<file path="config.mk">
export PLATFORM = sky130hd
export DESIGN_NAME = scs_config_store
export DESIGN_NICKNAME = d
export VERILOG_FILES = /design/src/rtl/scs_pkg.sv /design/src/rtl/scs_config_store.sv
export VERILOG_INCLUDE_DIRS = /design/src /design/src/rtl
export SDC_FILE = /design/constraint.sdc
export NUM_CORES = 1
export LEC_CHECK = 0
export BUFFER_PORTS_ARGS = -buffer_cell sky130_fd_sc_hd__buf_2
export CORE_MARGIN = 3
export CORE_UTILIZATION = 47
export CTS_BUF_LIST = sky130_fd_sc_hd__clkbuf_4 sky130_fd_sc_hd__clkbuf_8 sky130_fd_sc_hd__clkbuf_16
export DETAILED_ROUTE_END_ITERATION = 6
export HOLD_SLACK_MARGIN = 0.08
export PLACE_DENSITY = 0.66
export SKIP_CTS_REPAIR_TIMING = 1
export SYNTH_ARGS = -nofsm -noshare
export SYNTH_HDL_FRONTEND = slang
export SYNTH_SLANG_ARGS = --single-unit
</file>
<file path="constraint.sdc">
create_clock -name clk -period 6.7 [get_ports clk]
set_input_delay 0.335 -clock clk [delete_from_list [all_inputs] [get_ports clk]]
set_output_delay 0.335 -clock clk [all_outputs]
set_load 0.05 [all_outputs]
</file>
<file path="src/rtl/scs_regs.svh">
`ifndef SCS_REGS_SVH
`define SCS_REGS_SVH

// ----------------------------------------------------------------
// byte offsets on the register bus
// ----------------------------------------------------------------
`define SCS_OFF_CTRL 6'h00
`define SCS_OFF_CHARS 6'h04
`define SCS_OFF_TIMERS 6'h08
`define SCS_OFF_INIT 6'h0C
`define SCS_OFF_FMT_MASTER 6'h10
`define SCS_OFF_FMT_A 6'h14
`define SCS_OFF_PRE_A 6'h24
`define SCS_OFF_CMD 6'h34
`define SCS_OFF_STATUS 6'h38

// ----------------------------------------------------------------
// word indices and sizes
// ----------------------------------------------------------------
`define SCS_CFG_WORDS 13
`define SCS_IDX_CTRL 4'h0
`define SCS_IDX_TIMERS 4'h2
`define SCS_IDX_FMT_MASTER 4'h4
`define SCS_IDX_LAST 4'hD
`define SCS_RAM_WORDS 16

// ----------------------------------------------------------------
// field positions
// ----------------------------------------------------------------
`define SCS_CTRL_AUTO 0
`define SCS_CTRL_DTR_GATE 1
`define SCS_CTRL_CMD3 2
`define SCS_CTRL_B2B 3
`define SCS_INIT_RX_EN 4
`define SCS_FMT_DATA8 4
`define SCS_FMT_HS 7
`define SCS_CMD_SAVE 0
`define SCS_CMD_TEST 1

// ----------------------------------------------------------------
// factory values and limits
// ----------------------------------------------------------------
`define SCS_DEF_CTRL 32'h0000_0004
`define SCS_DEF_CHARS 32'h0000_021B
`define SCS_DEF_TIMERS 32'h01F4_03E8
`define SCS_DEF_INIT 32'h0000_0011
`define SCS_DEF_FMT 32'h0000_0014
`define SCS_DEF_PRE 32'h0000_0000
`define SCS_TIMER_MAX 16'hFDE8
`define SCS_NVM_SIG 32'h5A3C_0001
`define SCS_RAM_PAT 32'hA5A5_A5A5
`define SCS_STRAP_WAIT 2'h2

`endif

</file>
<file path="src/rtl/scs_pkg.sv">
package scs_pkg;
`include "scs_regs.svh"

    typedef enum logic [5:0] {
        SCS_LOAD = 6'b000001,
        SCS_IDLE = 6'b000010,
        SCS_SAVE = 6'b000100,
        SCS_TRAM_WR = 6'b001000,
        SCS_TRAM_RD = 6'b010000,
        SCS_TNVM = 6'b100000
    } scs_state_t;

    typedef logic [31:0] scs_word_t;

    function automatic scs_word_t scs_default(input logic [3:0] idx);
        case (idx)
            4'h0: scs_default = `SCS_DEF_CTRL;
            4'h1: scs_default = `SCS_DEF_CHARS;
            4'h2: scs_default = `SCS_DEF_TIMERS;
            4'h3: scs_default = `SCS_DEF_INIT;
            4'h4, 4'h5, 4'h6, 4'h7, 4'h8: scs_default = `SCS_DEF_FMT;
            default: scs_default = `SCS_DEF_PRE;
        endcase
    endfunction : scs_default

endpackage : scs_pkg

</file>
<file path="src/rtl/scs_config_store.sv">
`timescale 1ns/100ps
// Functional notes
// - configuration lives in external non-volatile memory and reloads at power-up
// - setup mode only if jumper fitted at power-up; later fitting ignored
// - with DTR gating set, commands accepted only while master DTR asserted
// - command length two or three characters; each character stored
// - port time and inactivity time held in milliseconds, 0 to 65000
// - manual mode: initial master transmit routing to any set of four slaves
// - manual mode: optionally one slave given the path to the master
// - auto mode ignores stored slave-to-master connection; transmit routing stays
// - per port baud, data bits, parity, handshake; slave preambles stored
// - self test of transceivers, RAM and NVM, errors reported to host
// - back-to-back pairing forces auto selection and three-character command
// - back-to-back pairing forces master port hardware handshaking
// - default command: three characters, 27, then 2, then 0
// - default port time 1000 ms, inactivity time 500 ms
// - default 9600 baud, 8 bits, no parity, no handshake, no preamble
// - default auto selection off, DTR not required
// - default slave A connected both ways with master
// - host reads whole configuration in setup mode; save commits changes permanently
// - auto mode prefixes new slave packets with 1 to 4 preamble characters
module scs_config_store
    import scs_pkg::*;
(
    input wire logic clk,
    input wire logic nrst,
    input wire logic [5:0] avs_address,
    input wire logic avs_read,
    input wire logic avs_write,
    input wire logic [31:0] avs_writedata,
    input wire logic [3:0] avs_byteenable,
    output logic [31:0] avs_readdata,
    output logic avs_waitrequest,
    input wire logic setup_mode_jumper,
    input wire logic master_dtr,
    input wire logic cmd_request,
    output logic cmd_accept,
    output logic [3:0] nvm_addr,
    output logic nvm_write,
    output logic [31:0] nvm_wdata,
    input wire logic [31:0] nvm_rdata,
    input wire logic nvm_busy,
    input wire logic xcvr_fault,
    output logic setup_mode,
    output logic cfg_ready,
    output logic auto_select,
    output logic cmd_three_chars,
    output logic [7:0] first_command_character,
    output logic [7:0] second_command_character,
    output logic [7:0] third_command_character,
    output logic [15:0] port_time_ms,
    output logic [15:0] inactivity_ms,
    output logic [3:0] init_tx_mask,
    output logic init_rx_enable,
    output logic [1:0] init_rx_port,
    output logic [19:0] port_baud,
    output logic [4:0] port_eight_bits,
    output logic [9:0] port_parity,
    output logic [4:0] port_handshake,
    output logic [11:0] preamble_len,
    output logic [127:0] preamble_chars,
    output logic [3:0] preamble_enable
);

    // ----------------------------------------------------------------
    // storage
    // ----------------------------------------------------------------
    scs_word_t cfg_q [0:`SCS_CFG_WORDS-1];
    scs_word_t ram_q [0:`SCS_RAM_WORDS-1];
    scs_state_t state_q;
    logic jmp_s1_q, jmp_s2_q, dtr_s1_q, dtr_s2_q;
    logic [1:0] strap_cnt_q;
    logic setup_q;
    logic [3:0] idx_q;
    logic [3:0] rd_idx_q;
    logic rd_v_q;
    logic ack_q;
    logic dirty_q, st_done_q, err_uart_q, err_ram_q, err_nvm_q;
    logic [31:0] rdata_q;

    function automatic scs_word_t merge_be(input scs_word_t old_w, input scs_word_t new_w,
                                          input logic [3:0] be);
        for (int b = 0; b < 4; b++) begin
            merge_be[b*8 +: 8] = be[b] ? new_w[b*8 +: 8] : old_w[b*8 +: 8];
        end
    endfunction : merge_be

    function automatic logic [15:0] clamp_ms(input logic [15:0] v);
        clamp_ms = (v > `SCS_TIMER_MAX) ? `SCS_TIMER_MAX : v;
    endfunction : clamp_ms

    function automatic scs_word_t ram_pattern(input logic [3:0] i);
        ram_pattern = {8{i}} ^ `SCS_RAM_PAT;
    endfunction : ram_pattern

    // ----------------------------------------------------------------
    // pin synchronisers and power-up strap
    // ----------------------------------------------------------------
    always_ff @(posedge clk) begin
        if (!nrst) begin
            jmp_s1_q <= 1'b0;
            jmp_s2_q <= 1'b0;
            dtr_s1_q <= 1'b0;
            dtr_s2_q <= 1'b0;
        end else begin
            jmp_s1_q <= setup_mode_jumper;
            jmp_s2_q <= jmp_s1_q;
            dtr_s1_q <= master_dtr;
            dtr_s2_q <= dtr_s1_q;
        end
    end

    wire strap_done = (strap_cnt_q == 2'h3);

    // captured once after release; the pin is never looked at again
    always_ff @(posedge clk) begin
        if (!nrst) begin
            strap_cnt_q <= 2'h0;
            setup_q <= 1'b0;
        end else begin
            if (!strap_done) strap_cnt_q <= strap_cnt_q + 2'h1;
            if (strap_cnt_q == `SCS_STRAP_WAIT) setup_q <= jmp_s2_q;
        end
    end

    // ----------------------------------------------------------------
    // bus decode
    // ----------------------------------------------------------------
    wire busy = (state_q != SCS_IDLE);
    wire req = avs_read | avs_write;
    wire [3:0] word = avs_address[5:2];
    wire cfg_hit = (word <= `SCS_IDX_LAST - 4'h1);
    wire is_cmd = (word == 4'(`SCS_OFF_CMD >> 2));
    wire is_status = (word == 4'(`SCS_OFF_STATUS >> 2));
    wire ack_d = req & ~ack_q & ~busy & strap_done;
    wire wr_fire = avs_write & ack_q;
    wire cfg_wr = wr_fire & setup_q & cfg_hit;
    wire cmd_wr = wr_fire & setup_q & is_cmd & avs_byteenable[0];
    wire save_go = cmd_wr & avs_writedata[`SCS_CMD_SAVE];
    wire test_go = cmd_wr & ~avs_writedata[`SCS_CMD_SAVE] & avs_writedata[`SCS_CMD_TEST];
    wire [31:0] status_w = {25'h0, err_nvm_q, err_ram_q, err_uart_q, st_done_q, dirty_q,
                            busy, setup_q};
    wire scs_word_t cfg_rd = cfg_hit ? cfg_q[word] : 32'h0;
    wire scs_word_t merged = merge_be(cfg_rd, avs_writedata, avs_byteenable);
    // timer fields saturate so the held range never leaves the legal span
    wire scs_word_t wr_word = (word == `SCS_IDX_TIMERS) ?
                              {clamp_ms(merged[31:16]), clamp_ms(merged[15:0])} : merged;
    wire [31:0] rd_word = is_status ? status_w : (setup_q & cfg_hit) ? cfg_rd : 32'h0;

    assign avs_waitrequest = req & ~ack_q;
    assign avs_readdata = rdata_q;

    always_ff @(posedge clk) begin
        if (!nrst) begin
            ack_q <= 1'b0;
            rdata_q <= 32'h0;
        end else begin
            ack_q <= ack_d;
            if (ack_d) rdata_q <= rd_word;
        end
    end

    // ----------------------------------------------------------------
    // sequencer: load, save, self test
    // ----------------------------------------------------------------
    wire [3:0] cfg_sel = idx_q - 4'h1;
    wire [3:0] ld_sel = rd_idx_q - 4'h1;
    wire sig_ok = (nvm_rdata == `SCS_NVM_SIG);
    wire ld_take = (state_q == SCS_LOAD) & rd_v_q & (rd_idx_q != 4'h0);
    wire issue_rd = ((state_q == SCS_LOAD) & (idx_q <= `SCS_IDX_LAST))
                    | ((state_q == SCS_TNVM) & ~rd_v_q);
    wire wr_step = (state_q == SCS_SAVE) & ~nvm_busy;
    wire ram_bad = (ram_q[idx_q] != ram_pattern(idx_q));

    assign nvm_addr = idx_q;
    assign nvm_write = wr_step;
    // the signature goes last so an interrupted first save never looks valid
    assign nvm_wdata = (idx_q == 4'h0) ? `SCS_NVM_SIG :
                       (cfg_sel <= `SCS_IDX_LAST - 4'h1) ? cfg_q[cfg_sel] : 32'h0;

    always_ff @(posedge clk) begin
        if (!nrst) begin
            rd_v_q <= 1'b0;
            rd_idx_q <= 4'h0;
        end else begin
            rd_v_q <= issue_rd;
            rd_idx_q <= idx_q;
        end
    end

    always_ff @(posedge clk) begin
        if (!nrst) begin
            state_q <= SCS_LOAD;
            idx_q <= 4'h0;
        end else begin
            case (state_q)
                SCS_LOAD: begin
                    if (idx_q <= `SCS_IDX_LAST) idx_q <= idx_q + 4'h1;
                    if (rd_v_q && rd_idx_q == 4'h0 && !sig_ok) state_q <= SCS_IDLE;
                    if (rd_v_q && rd_idx_q == `SCS_IDX_LAST) state_q <= SCS_IDLE;
                end
                SCS_IDLE: begin
                    if (save_go) begin
                        state_q <= SCS_SAVE;
                        idx_q <= 4'h1;
                    end else if (test_go) begin
                        state_q <= SCS_TRAM_WR;
                        idx_q <= 4'h0;
                    end
                end
                SCS_SAVE: begin
                    if (wr_step) begin
                        idx_q <= (idx_q == `SCS_IDX_LAST) ? 4'h0 : idx_q + 4'h1;
                        if (idx_q == 4'h0) state_q <= SCS_IDLE;
                    end
                end
                SCS_TRAM_WR: begin
                    idx_q <= idx_q + 4'h1;
                    if (idx_q == 4'hF) state_q <= SCS_TRAM_RD;
                end
                SCS_TRAM_RD: begin
                    idx_q <= idx_q + 4'h1;
                    if (idx_q == 4'hF) state_q <= SCS_TNVM;
                end
                SCS_TNVM: begin
                    if (rd_v_q) state_q <= SCS_IDLE;
                end
                default: begin
                    state_q <= SCS_IDLE;
                end
            endcase
        end
    end

    // working RAM under test: write a pattern, then read it back
    always_ff @(posedge clk) begin
        if (state_q == SCS_TRAM_WR) ram_q[idx_q] <= ram_pattern(idx_q);
    end

    always_ff @(posedge clk) begin
        if (!nrst) begin
            st_done_q <= 1'b0;
            err_uart_q <= 1'b0;
            err_ram_q <= 1'b0;
            err_nvm_q <= 1'b0;
        end else if (test_go) begin
            st_done_q <= 1'b0;
            err_uart_q <= 1'b0;
            err_ram_q <= 1'b0;
            err_nvm_q <= 1'b0;
        end else begin
            if (busy && state_q != SCS_LOAD && state_q != SCS_SAVE && xcvr_fault)
                err_uart_q <= 1'b1;
            if (state_q == SCS_TRAM_RD && ram_bad) err_ram_q <= 1'b1;
            if (state_q == SCS_TNVM && rd_v_q) begin
                err_nvm_q <= ~sig_ok;
                st_done_q <= 1'b1;
            end
        end
    end

    // ----------------------------------------------------------------
    // configuration words
    // ----------------------------------------------------------------
    always_ff @(posedge clk) begin
        if (!nrst) begin
            for (int i = 0; i < `SCS_CFG_WORDS; i++) begin
                cfg_q[i] <= scs_default(4'(i));
            end
        end else if (ld_take && ld_sel <= `SCS_IDX_LAST - 4'h1) begin
            cfg_q[ld_sel] <= nvm_rdata;
        end else if (cfg_wr) begin
            cfg_q[word] <= wr_word;
        end
    end

    always_ff @(posedge clk) begin
        if (!nrst) begin
            dirty_q <= 1'b0;
        end else if (cfg_wr) begin
            dirty_q <= 1'b1;
        end else if (wr_step && idx_q == 4'h0) begin
            dirty_q <= 1'b0;
        end
    end

    // ----------------------------------------------------------------
    // outputs toward the switching logic
    // ----------------------------------------------------------------
    wire b2b = cfg_q[`SCS_IDX_CTRL][`SCS_CTRL_B2B];
    wire dtr_gate = cfg_q[`SCS_IDX_CTRL][`SCS_CTRL_DTR_GATE];

    assign setup_mode = setup_q;
    assign cfg_ready = strap_done & (state_q != SCS_LOAD);
    // commands only steer the switch in normal operation
    assign cmd_accept = cmd_request & ~setup_q & cfg_ready & (~dtr_gate | dtr_s2_q);
    assign auto_select = cfg_q[`SCS_IDX_CTRL][`SCS_CTRL_AUTO] | b2b;
    assign cmd_three_chars = cfg_q[`SCS_IDX_CTRL][`SCS_CTRL_CMD3] | b2b;
    assign first_command_character = cfg_q[1][7:0];
    assign second_command_character = cfg_q[1][15:8];
    assign third_command_character = cfg_q[1][23:16];
    assign port_time_ms = cfg_q[`SCS_IDX_TIMERS][15:0];
    assign inactivity_ms = cfg_q[`SCS_IDX_TIMERS][31:16];
    assign init_tx_mask = cfg_q[3][3:0];
    assign init_rx_enable = cfg_q[3][`SCS_INIT_RX_EN] & ~auto_select;
    assign init_rx_port = cfg_q[3][6:5];

    genvar p;
    generate
        for (p = 0; p < 5; p++) begin : g_port
            assign port_baud[p*4 +: 4] = cfg_q[4+p][3:0];
            assign port_eight_bits[p] = cfg_q[4+p][`SCS_FMT_DATA8];
            assign port_parity[p*2 +: 2] = cfg_q[4+p][6:5];
            assign port_handshake[p] = cfg_q[4+p][`SCS_FMT_HS] | ((p == 0) & b2b);
        end
        for (p = 0; p < 4; p++) begin : g_pre
            assign preamble_len[p*3 +: 3] = cfg_q[5+p][10:8];
            assign preamble_chars[p*32 +: 32] = cfg_q[9+p];
            assign preamble_enable[p] = auto_select & (cfg_q[5+p][10:8] != 3'h0);
        end
    endgenerate

    // ----------------------------------------------------------------
    // checks
    // ----------------------------------------------------------------
    AST_SETUP_STICKY: assert property (@(posedge clk) disable iff (!nrst)
        strap_done |=> setup_q == $past(setup_q))
        else $error("setup mode changed after power-up");

    AST_DTR_GATE: assert property (@(posedge clk) disable iff (!nrst)
        (cmd_request && dtr_gate && !dtr_s2_q) |-> !cmd_accept)
        else $error("command accepted without DTR");

    AST_B2B_AUTO: assert property (@(posedge clk) disable iff (!nrst)
        b2b |-> (auto_select && cmd_three_chars))
        else $error("pairing without auto mode and three characters");

    AST_B2B_HS: assert property (@(posedge clk) disable iff (!nrst)
        b2b |-> port_handshake[0])
        else $error("pairing without master handshake");

    AST_AUTO_NO_RX: assert property (@(posedge clk) disable iff (!nrst)
        auto_select |-> !init_rx_enable)
        else $error("initial slave path in auto mode");

    AST_NORMAL_NO_CHANGE: assert property (@(posedge clk) disable iff (!nrst)
        (strap_done && !setup_q) |-> (!dirty_q && state_q inside {SCS_LOAD, SCS_IDLE}))
        else $error("configuration activity outside setup mode");

    AST_SAVE_START: assert property (@(posedge clk) disable iff (!nrst)
        save_go |=> (state_q == SCS_SAVE && idx_q == 4'h1 && dirty_q == $past(dirty_q)))
        else $error("save did not start");

    AST_SAVE_END: assert property (@(posedge clk) disable iff (!nrst)
        (wr_step && idx_q == 4'h0) |-> nvm_wdata == `SCS_NVM_SIG ##1
        (state_q == SCS_IDLE && !dirty_q))
        else $error("save did not end with signature");

    AST_TEST_END: assert property (@(posedge clk) disable iff (!nrst)
        test_go |=> !st_done_q ##34 st_done_q)
        else $error("self test did not finish in time");

    AST_PREAMBLE: assert property (@(posedge clk) disable iff (!nrst)
        preamble_enable[0] |-> (auto_select && preamble_len[2:0] != 3'h0))
        else $error("preamble outside auto mode");

    AST_TIMER_RANGE: assert property (@(posedge clk) disable iff (!nrst)
        (port_time_ms <= `SCS_TIMER_MAX) && (inactivity_ms <= `SCS_TIMER_MAX))
        else $error("timer beyond range");

endmodule : scs_config_store

</file>
After elaboration in Yosys (flattened, before gate mapping):

Memories as Yosys holds them, arrays and structs flattened. A register that Yosys moved wholly into a read port is not among the register bits.
Index checks and enable logic that the tools add are counted.

* logic and storage cells: 179
* bits of input ports: 83
* RAM bits: 928
* register bits after elaboration: 60
* memories kept: 2

* mux-type cells: 54
* bitwise logic cells: 43
* order comparisons: 6
* eq/ne operators: 27
* add/sub/neg operators: 4
* reduce and logical (&&, ||, !) cells: 26

Memory list
* ram_q: depth 16, width 32, rd ports 1, clocked after memory_dff 1, wr ports 1, RTL line scs_config_store.sv:69 `` scs_word_t ram_q [0:`SCS_RAM_WORDS-1]; ``
* cfg_q: depth 13, width 32, rd ports 15, clocked after memory_dff 0, wr ports 13, RTL line scs_config_store.sv:68 `` scs_word_t cfg_q [0:`SCS_CFG_WORDS-1]; ``

Operators by type and width (count)
* $mux W32: 14
* $reduce_or A32 Y1: 2
* $mux W6: 9
* $mux W4: 9
* $pmux W6 S6: 1
* $eq A32 B31 Y1 const B: 1
* $gt A16 B16 Y1 const B: 2
* $mux W16: 2
* $mux W8: 4
* $ne A32 B32 Y1: 1
* $and A1 B1 Y1: 26
* $eq A4 B4 Y1 const B: 5
* $le A4 B4 Y1 const B: 4
* $not A16 Y16: 1
* $pmux W4 S4: 1
* $mux W1: 14
* $reduce_bool A3 Y1: 4
* $logic_and A1 B1 Y1: 10
* $not A1 Y1: 10
* $logic_not A4 Y1: 2
* $ne A2 B2 Y1 const B: 4
* $reduce_bool A4 Y1: 2
* $sub A4 B1 Y4 const B: 2
* $reduce_and A7 Y1: 1
* 21 further kinds: 29

Longest topological paths before layout:

Gate-level depths: netlist of the first run.

* word-level depth: 11
* depth in mapped cells: 13
* gate-level depth less buffers: 9

Least setup slack after synthesis of the first run:

OpenSTA, ideal clock, no wires.

* path kind: reg-to-output
* start point: register idx_q[0] (netlist: nvm_addr[0])
* end point: output port nvm_wdata[20]
* path buffers: 6
* cell stages (with the launch flop): 12
* required time: 6.365 ns
* arrival: 5.073 ns
* path slack: 1.292 ns
* cell sequence: dfxtp_1 -> clkbuf_1 -> buf_1 -> clkbuf_1 -> inv_1 -> ha_1 -> clkbuf_1 -> clkbuf_1 -> clkbuf_1 -> mux4_2 -> a221oi_1 -> o21ai_0

* word-level cells in the longest chain between the ends: 4
* elaborated cells on any way between the ends: 6
* classes of those cells: 1 x add/sub; 1 x order compare; 2 x mux; 1 x reduce/logical; 1 x memory

RTL lines
* start: declaration: RTL line scs_config_store.sv:74 `logic [3:0] idx_q;`
* start signal: assignment: RTL line scs_config_store.sv:198 `` if (idx_q <= `SCS_IDX_LAST) idx_q <= idx_q + 4'h1; ``
* start signal: assignment: RTL line scs_config_store.sv:213 `` idx_q <= (idx_q == `SCS_IDX_LAST) ? 4'h0 : idx_q + 4'h1; ``
* start signal: assignment: RTL line scs_config_store.sv:218 `idx_q <= idx_q + 4'h1;`
* $sub A4 B1 Y4 (*): RTL line scs_config_store.sv:166 `wire [3:0] cfg_sel = idx_q - 4'h1;`
* net cfg_sel[0]: RTL line scs_config_store.sv:166
* $mem_v2 Z13 W32 / $le A4 B4 Y1 (equally long branches)
* $mux W32 (*): RTL line scs_config_store.sv:179 `` (cfg_sel <= `SCS_IDX_LAST - 4'h1) ? cfg_q[cfg_sel] : 32'h0; ``
* $mux W32 (*): RTL line scs_config_store.sv:178 `` assign nvm_wdata = (idx_q == 4'h0) ? `SCS_NVM_SIG : ``
* end: declaration: RTL line scs_config_store.sv:40 `output logic [31:0] nvm_wdata,`

Mark *: on every way through the listed nets, which the timed path passes. The rest lies on a longest branch.

==> flow_summary_export.csv, run 1 <==
group,metric,value,unit
final_layout,layout-drive-gt1-share,33.0,%
detailed_routing,wl_met1,46.4,mm
detailed_routing,met3RoutedLength,21.1,mm
setup_path,cp-startpoint,"state_q[4]",
setup_path,setup.worst_path.end_class,"flop",
logic_synthesis,synthesis.nets,2706,
placement,pre_cts_ws,1.98,ns
timing,layout_setup_ws,1.74,ns
placement,numPlacedInstances,3821,
outcome,outcome,"finished, violations left",
setup_path,flop2flop_setup_slack,1.74,ns
clock_tree,clock_tree_from_tritoncts,"done",
logic_synthesis,netlist.top_cell.by_area,"edfxtp_1",
power,clock_power_share,30.4,%
setup_path,critical_path_depth,9,
flow_run,cap_violations,0,
logic_synthesis,synth-edff-count,640,
setup_path,crit_required,7.02,ns
setup_path,chain_of_cells_forming_the_critical_path,"nor4_4 > nand3b_1 > a2111o_1 > and2_2 > buf_4 > a21oi_1 > or2_2 > nand2_2 > buf_4",
clock_tree,clock-root-buffer,"clkbuf_16",
power,power_switching,4.73,mW
setup_path,critical-path-max-stage-delay,1.14,ns
global_routing,initial_antenna_violation_count,10,
worst_hold_path,hold_path.class,"in -> reg",
logic_synthesis,synthesis.instances,2613,
setup_path,critPathSlowestCell,"or2_2",
clock_tree,clock_buffers_created_by_tritoncts,75,
floorplanning,placementRows,100,
setup_path,number_of_buffer_and_inverter_instances_along_the_worst_setup_path,2,
detailed_routing,num_vias,26885,
global_routing,grt_start_max_net_pins,107,
floorplanning,die_area,80100,um^2
clock_tree,tritoncts_num_sinks,704,
detailed_routing,total_wire_length,136,mm
detailed_routing,drc,1,
power,power.share.sequential,36.9,%
timing,rsz0062_at_grt,"false",
setup_path,reg2reg_to,"cfg_q[11][13]",
power,peakVddDrop,0.000274,V
power,power.share.combinational,32.7,%
power,leakage_power_figure,15.0,nW
detailed_routing,detail_route.first_pass.iterations,7,
global_routing,grt_pass1_wl,192,mm
placement,buffer_ports.inserted,402,
power,power-per-cell-area,336,nW/um^2
detailed_routing,detail-route-antenna-nets,0,
timing,min_period_over_period,74.0,%
setup_path,worst_path_most_repeated_cell,"buf_4",
detailed_routing,drt-wirelength-per-cell,34.3,um
logic_synthesis,synthArstFlopShare,0,%
placement,detailed_place_hpwl,90.6,mm
logic_synthesis,synth-seq-area-share,56.9,%
final_layout,final_net_count,2975,
final_layout,area_delta_synth_final,13.5,%
global_routing,first_global_vias,26443,
timing,timing.max_slew.rel_slack,9.84,%
clock_tree,htree_levels,3,
setup_path,cp_data_arrival_time,5.28,ns
logic_synthesis,post_synth_instance_area,36100,um^2
setup_path,worst-path-max-fanout,32,
global_routing,grt.overflow.total,0,
power,power.share.switching,34.3,%
floorplanning,die-height,283,um
floorplanning,initial_utilization,47.9,%
logic_synthesis,synth_area_leaders,"edfxtp_1 53%, mux4_2 17%, nor2_1 4.1%",
timing,setup_violations,0,
outcome,failing_checks,"DRC",
timing,clock_skew,0.0274,ns
final_layout,final_cell_count_no_fill,3966,
timing,endpoints_failing_hold,0,
logic_synthesis,syn-mean-instance-area,13.8,um^2
timing,actual_slew_at_the_worst_max_slew_pin,1.35,ns
logic_synthesis,proportion_of_netlist_area_held_by_the_largest_area_contributor,53.3,%
clock_tree,clkLatencyLatePin,0.64,ns
floorplanning,core,75200,um^2
setup_path,critical-path-top-delay-family,"simple AND/OR/NAND/NOR gates",
logic_synthesis,synth_top_flop_cell,"edfxtp_1",
timing,timing.setup.tns,0,ns
floorplanning,chipWidth,283,um
setup_path,r2r_start,"state_q[4]",
timing,finalMaxSlewViolations,0,
timing,fmax_achieved,202,MHz
logic_synthesis,ys_types,85,
placement,routabilityCongestion,0.963,
timing,finalWorstPathRequiredPeriod,4.96,ns
clock_tree,ctsLongestPathBuffers,3,
setup_path,critPathCapture,"cfg_q[11][13]",
setup_path,timing.critical_path.from_type,"flop",
detailed_routing,post_drt_via_cell_ratio,6.78,
detailed_routing,dr.max_layer_used,"met5",
power,cellInternalPower,9.04,mW
floorplanning,number_of_top_level_pins,405,
clock_tree,clkSlewWorstSetupHoldPaths,0.06,ns
logic_synthesis,synth_warnings,0,
detailed_routing,drt_first_iter_violations,4248,
logic_synthesis,ys_ff_latch,704,
setup_path,worst-setup-path-type,"reg -> reg",
global_routing,groute.usage.overall,33.3,%
detailed_routing,met2_wirelength,61.0,mm
setup_path,reg2reg_depth,9,
[logic make-up (layout without fill, tap and decap cells)]
logic type	after synthesis	after routing	synth area share, %
other cells	0	8	0
fa+ha+maj	10	10	0.347
mux	395	395	20.5
simple gates	811	811	10.2
xor+xnor	5	5	0.121
flops	704	704	56.9
buf+inv	338	663	5.12
compound gates	350	350	6.87
[area by class of cell]
class | instances | area (um^2)
diodes | 8 | 20.0
clock buffers | 105 | 2170
clock inverters | 28 | 268
fillers | 6234 | 34300
inverters | 42 | 158
multi-input cells | 1571 | 13800
flip-flops and latches | 704 | 20500
well taps | 1020 | 1280
repair buffers | 488 | 2710
[synthesized netlist by cell type, drive strengths merged (7+ instances only)]
cell	count
dfxtp	64
mux4	271
nor3	62
o221ai	11
nand3	47
mux2	24
o22ai	16
ha	10
inv	41
nand2b	20
a32oi	12
a31oi	13
a21o	7
a21oi	103
a22oi	46
a221oi	21
nor2	391
edfxtp	640
a211oi	13
buf	193
and3	15
and2	34
nand4	8
o211ai	12
clkbuf	103
mux2i	100
or3	8
o21ai	37
nand2	142
nor4	9
nor2b	39
or2	13
[metal layers]
layer,vias to the layer above,GRT usage (%)
li1,10589,-
met1,13391,43.5
met2,2435,50.7
met3,466,11.2
met4,4,15.3
met5,-,0
[worst register-to-register path: stages, from the launching register on]
cell,delay [ns]
dfxtp_1,0.36
nor4_4,0.35
nand3b_1,0.37
a2111o_1,0.70
and2_2,0.42
buf_4,0.31
a21oi_1,0.54
or2_2,1.14
nand2_2,0.12
buf_4,0.35
[power groups by stage]
stage	logic (mW)	registers (mW)	clock network [mW]
floorplan	3.01	5.26	0
global placement	4.39	5.16	0
detailed placement	4.43	5.17	0
CTS	4.45	5.08	4.20
global route	4.66	5.10	4.37
finish	4.50	5.09	4.19
[sequential cells by signal (all words and copies together), names as in the netlist, 2 cells and up, named ones only]
signal / count
strap_cnt_q: 2
ram_q: 128
rd_idx_q: 4
nvm_addr: 4
cfg_q: 512
avs_readdata: 32
state_q: 6
[cells in the final DEF, fill, tap and decap left out, types with 13 or more instances in the layout]
master and n:
mux2_2 24, nand2b_1 17, mux4_2 271, nand2_2 13
a21oi_1 103, nand2_1 129, clkbuf_4 21, and3_1 15
buf_2 399, a221oi_1 21, o22ai_1 16, a211oi_1 13
mux2i_1 100, nor3_1 60, o21ai_0 35, nor2_1 386
nand3_1 45, inv_1 39, nor2b_1 38, buf_4 81
clkbuf_16 76, dfxtp_1 62, a22oi_1 46, and2_1 33
edfxtp_1 640
[stage by stage]
stage	hold WS [ns]	area [um^2]	total power, mW	utilization, %
6_report	0.0888	40900	13.8	54.4
3_3_place_gp	0.426	38400	9.55	51.1
5_1_grt	0.114	40900	14.1	54.4
4_1_cts	-0.0816	40900	13.7	54.4
3_5_place_dp	0.437	38400	9.60	51.1
2_1_floorplan	0.412	36100	8.27	-
[worst min path at each step]
stage | cells after the start | end | slack, ns | startpoint
floorplan | 1 | dtr_s2_q | 0.41 | dtr_s1_q
global placement | 1 | jmp_s2_q | 0.43 | jmp_s1_q
detailed placement | 1 | dtr_s2_q | 0.44 | dtr_s1_q
CTS | 2 | jmp_s1_q | -0.08 | setup_mode_jumper
global route | 3 | cfg_q[2][23] | 0.11 | nvm_rdata[23]
finish | 3 | cfg_q[2][23] | 0.09 | nvm_rdata[23]
Note: power is estimated with default switching activity, not from simulation.
==> run 2, diff against run 1 <==
- PLACE_DENSITY: 0.66 -> 0.69
- clock period: 6.7 -> 4.2 ns (I/O delays scaled with it)
==> run 2 against run 1 <==
The flow now finishes without violations. Critical endpoint is now nvm_wdata[24]. Utilization is 1.2 points higher. Cell count increased by 1.8%. Total power rose by 64%. Largest cell class unchanged. Sequential power increased by 60%. Worst hold slack gained 0.011 ns. Critical path type is now reg -> out.
==> flow_summary_export.csv, run 2 (synthesis gave the netlist of run 1 again) <==
group,metric,value,unit
detailed_routing,drc,0,
power,cellInternalPower,14.8,mW
timing,actual_slew_at_the_worst_max_slew_pin,1.10,ns
setup_path,timing.critical_path.from_type,"flop",
setup_path,crit_required,3.99,ns
floorplanning,placementRows,100,
power,power.share.combinational,33.3,%
setup_path,setup.worst_path.end_class,"output port",
timing,rsz0062_at_grt,"false",
global_routing,grt_start_max_net_pins,101,
timing,min_period_over_period,91.6,%
clock_tree,tritoncts_num_sinks,704,
floorplanning,number_of_top_level_pins,405,
clock_tree,clock-root-buffer,"clkbuf_16",
detailed_routing,post_drt_via_cell_ratio,6.74,
floorplanning,die-height,283,um
timing,layout_setup_ws,0.355,ns
detailed_routing,num_vias,27219,
power,power,22.6,mW
power,power_switching,7.71,mW
detailed_routing,drt_first_iter_violations,4579,
detailed_routing,detail-route-antenna-nets,0,
floorplanning,die_area,80100,um^2
timing,clock_skew,0.0320,ns
final_layout,final_net_count,3048,
clock_tree,htree_levels,3,
timing,fmax_achieved,260,MHz
setup_path,worst-setup-path-type,"reg -> out",
setup_path,chain_of_cells_forming_the_critical_path,"inv_1 > ha_4 > buf_12 > buf_4 > mux4_2 > mux4_2 > nor2b_2 > buf_2",
placement,routabilityCongestion,0.954,
floorplanning,initial_utilization,47.9,%
final_layout,area_delta_synth_final,16.1,%
final_layout,utilization,55.7,%
final_layout,seq_area,20500,um^2
timing,final.hold.worst_slack,0.0994,ns
placement,buffer_ports.inserted,402,
floorplanning,core,75200,um^2
final_layout,largest_register_ffs,512,
power,peakVddDrop,0.000460,V
placement,detailed_place_hpwl,92.6,mm
timing,timing.setup.tns,0,ns
setup_path,critPathSlowestCell,"inv_1",
setup_path,worst-path-max-fanout,25,
final_layout,multi_input_gate_area,13900,um^2
detailed_routing,drt-wirelength-per-cell,33.5,um
placement,dpl_cell_area,39200,um^2
clock_tree,clock_tree_from_tritoncts,"done",
floorplanning,chipWidth,283,um
clock_tree,clkSlewWorstSetupHoldPaths,0.06,ns
power,clock_power_share,30.7,%
global_routing,first_global_vias,27273,
timing,finalWorstPathRequiredPeriod,3.85,ns
setup_path,cp_data_arrival_time,3.64,ns
final_layout,post-route-cell-area,41900,um^2
final_layout,final_cell_count_no_fill,4036,
timing,setup_violations,0,
detailed_routing,total_wire_length,135,mm
final_layout,regMostFlops,"cfg_q",
placement,numPlacedInstances,3888,
final_layout,mostFrequentLayoutCell,"edfxtp_1",
global_routing,groute.usage.overall,33.3,%
setup_path,critical-path-max-stage-delay,0.52,ns
global_routing,grt_pass1_wl,194,mm
final_layout,layout-drive-gt1-share,35.7,%
outcome,outcome,"complete, no violations",
placement,pre_cts_ws,0.363,ns
power,power.share.sequential,36.1,%
clock_tree,clock_buffers_created_by_tritoncts,76,
timing,endpoints_failing_hold,0,
detailed_routing,detail_route.first_pass.iterations,6,
worst_hold_path,hold_path.class,"in -> reg",
power,leakage_power_figure,15.5,nW
clock_tree,clkLatencyLatePin,0.64,ns
flow_run,cap_violations,0,
global_routing,initial_antenna_violation_count,3,
final_layout,fillers,6093,
timing,finalMaxSlewViolations,0,
global_routing,grt.overflow.total,0,
clock_tree,ctsLongestPathBuffers,3,
power,power-per-cell-area,539,nW/um^2
timing,timing.max_slew.rel_slack,26.1,%
setup_path,worst_path_most_repeated_cell,"mux4_2",
power,power.share.switching,34.2,%
final_layout,commonest_cells_after_routing_fill_and_taps_aside,"640 x edfxtp_1, 399 x buf_2, 386 x nor2_1",
run 2: final cells by class:
cell class,instances,area share [%]
antenna,1,0.00598
clock buffer,105,5.32
clock inverter,33,0.831
inverter,42,0.377
multi-input combinational,1571,33.2
sequential,704,49.0
tap,1020,3.05
timing repair buffer,560,8.21
run 2: power by group through the flow:
stage | Sequential [mW] | Combinational (mW) | Clock, mW
after floorplan | 8.39 | 4.95 | 0
after global placement | 8.26 | 7.27 | 0
after detailed placement | 8.28 | 7.35 | 0
after CTS | 8.13 | 7.38 | 6.95
after global routing | 8.16 | 7.74 | 7.22
final | 8.14 | 7.50 | 6.92
run 2: final timing paths:
check / slack [ns] / to / depth (start not counted) / from
min reg2reg: 0.43 / dtr_s2_q / 1 / dtr_s1_q
max: 0.35 / nvm_wdata[24] / 8 / nvm_addr[0]
max reg2reg: 0.37 / cfg_q[13][2] / 7 / state_q[4]
min: 0.1 / cfg_q[2][22] / 3 / nvm_rdata[22]
run 2: critical path: cells and delay by family (launching register included):
family                     cells  cell delay, ns
and+or+nand+nor                1            0.17
DFF                            1            0.36
buffers and inverters          4            1.34
adders and majority gates      1            0.27
muxes                          2            0.83
run 2: per-layer routing:
metal | vias to the layer above | part of all wire, % | GRT usage [%]
met2 | 2332 | 45 | 50.7
li1 | 10733 | - | -
met4 | 4 | 6.2 | 18.0
met5 | - | 0.018 | 0
met1 | 13679 | 34 | 42.5
met3 | 471 | 14 | 10.6
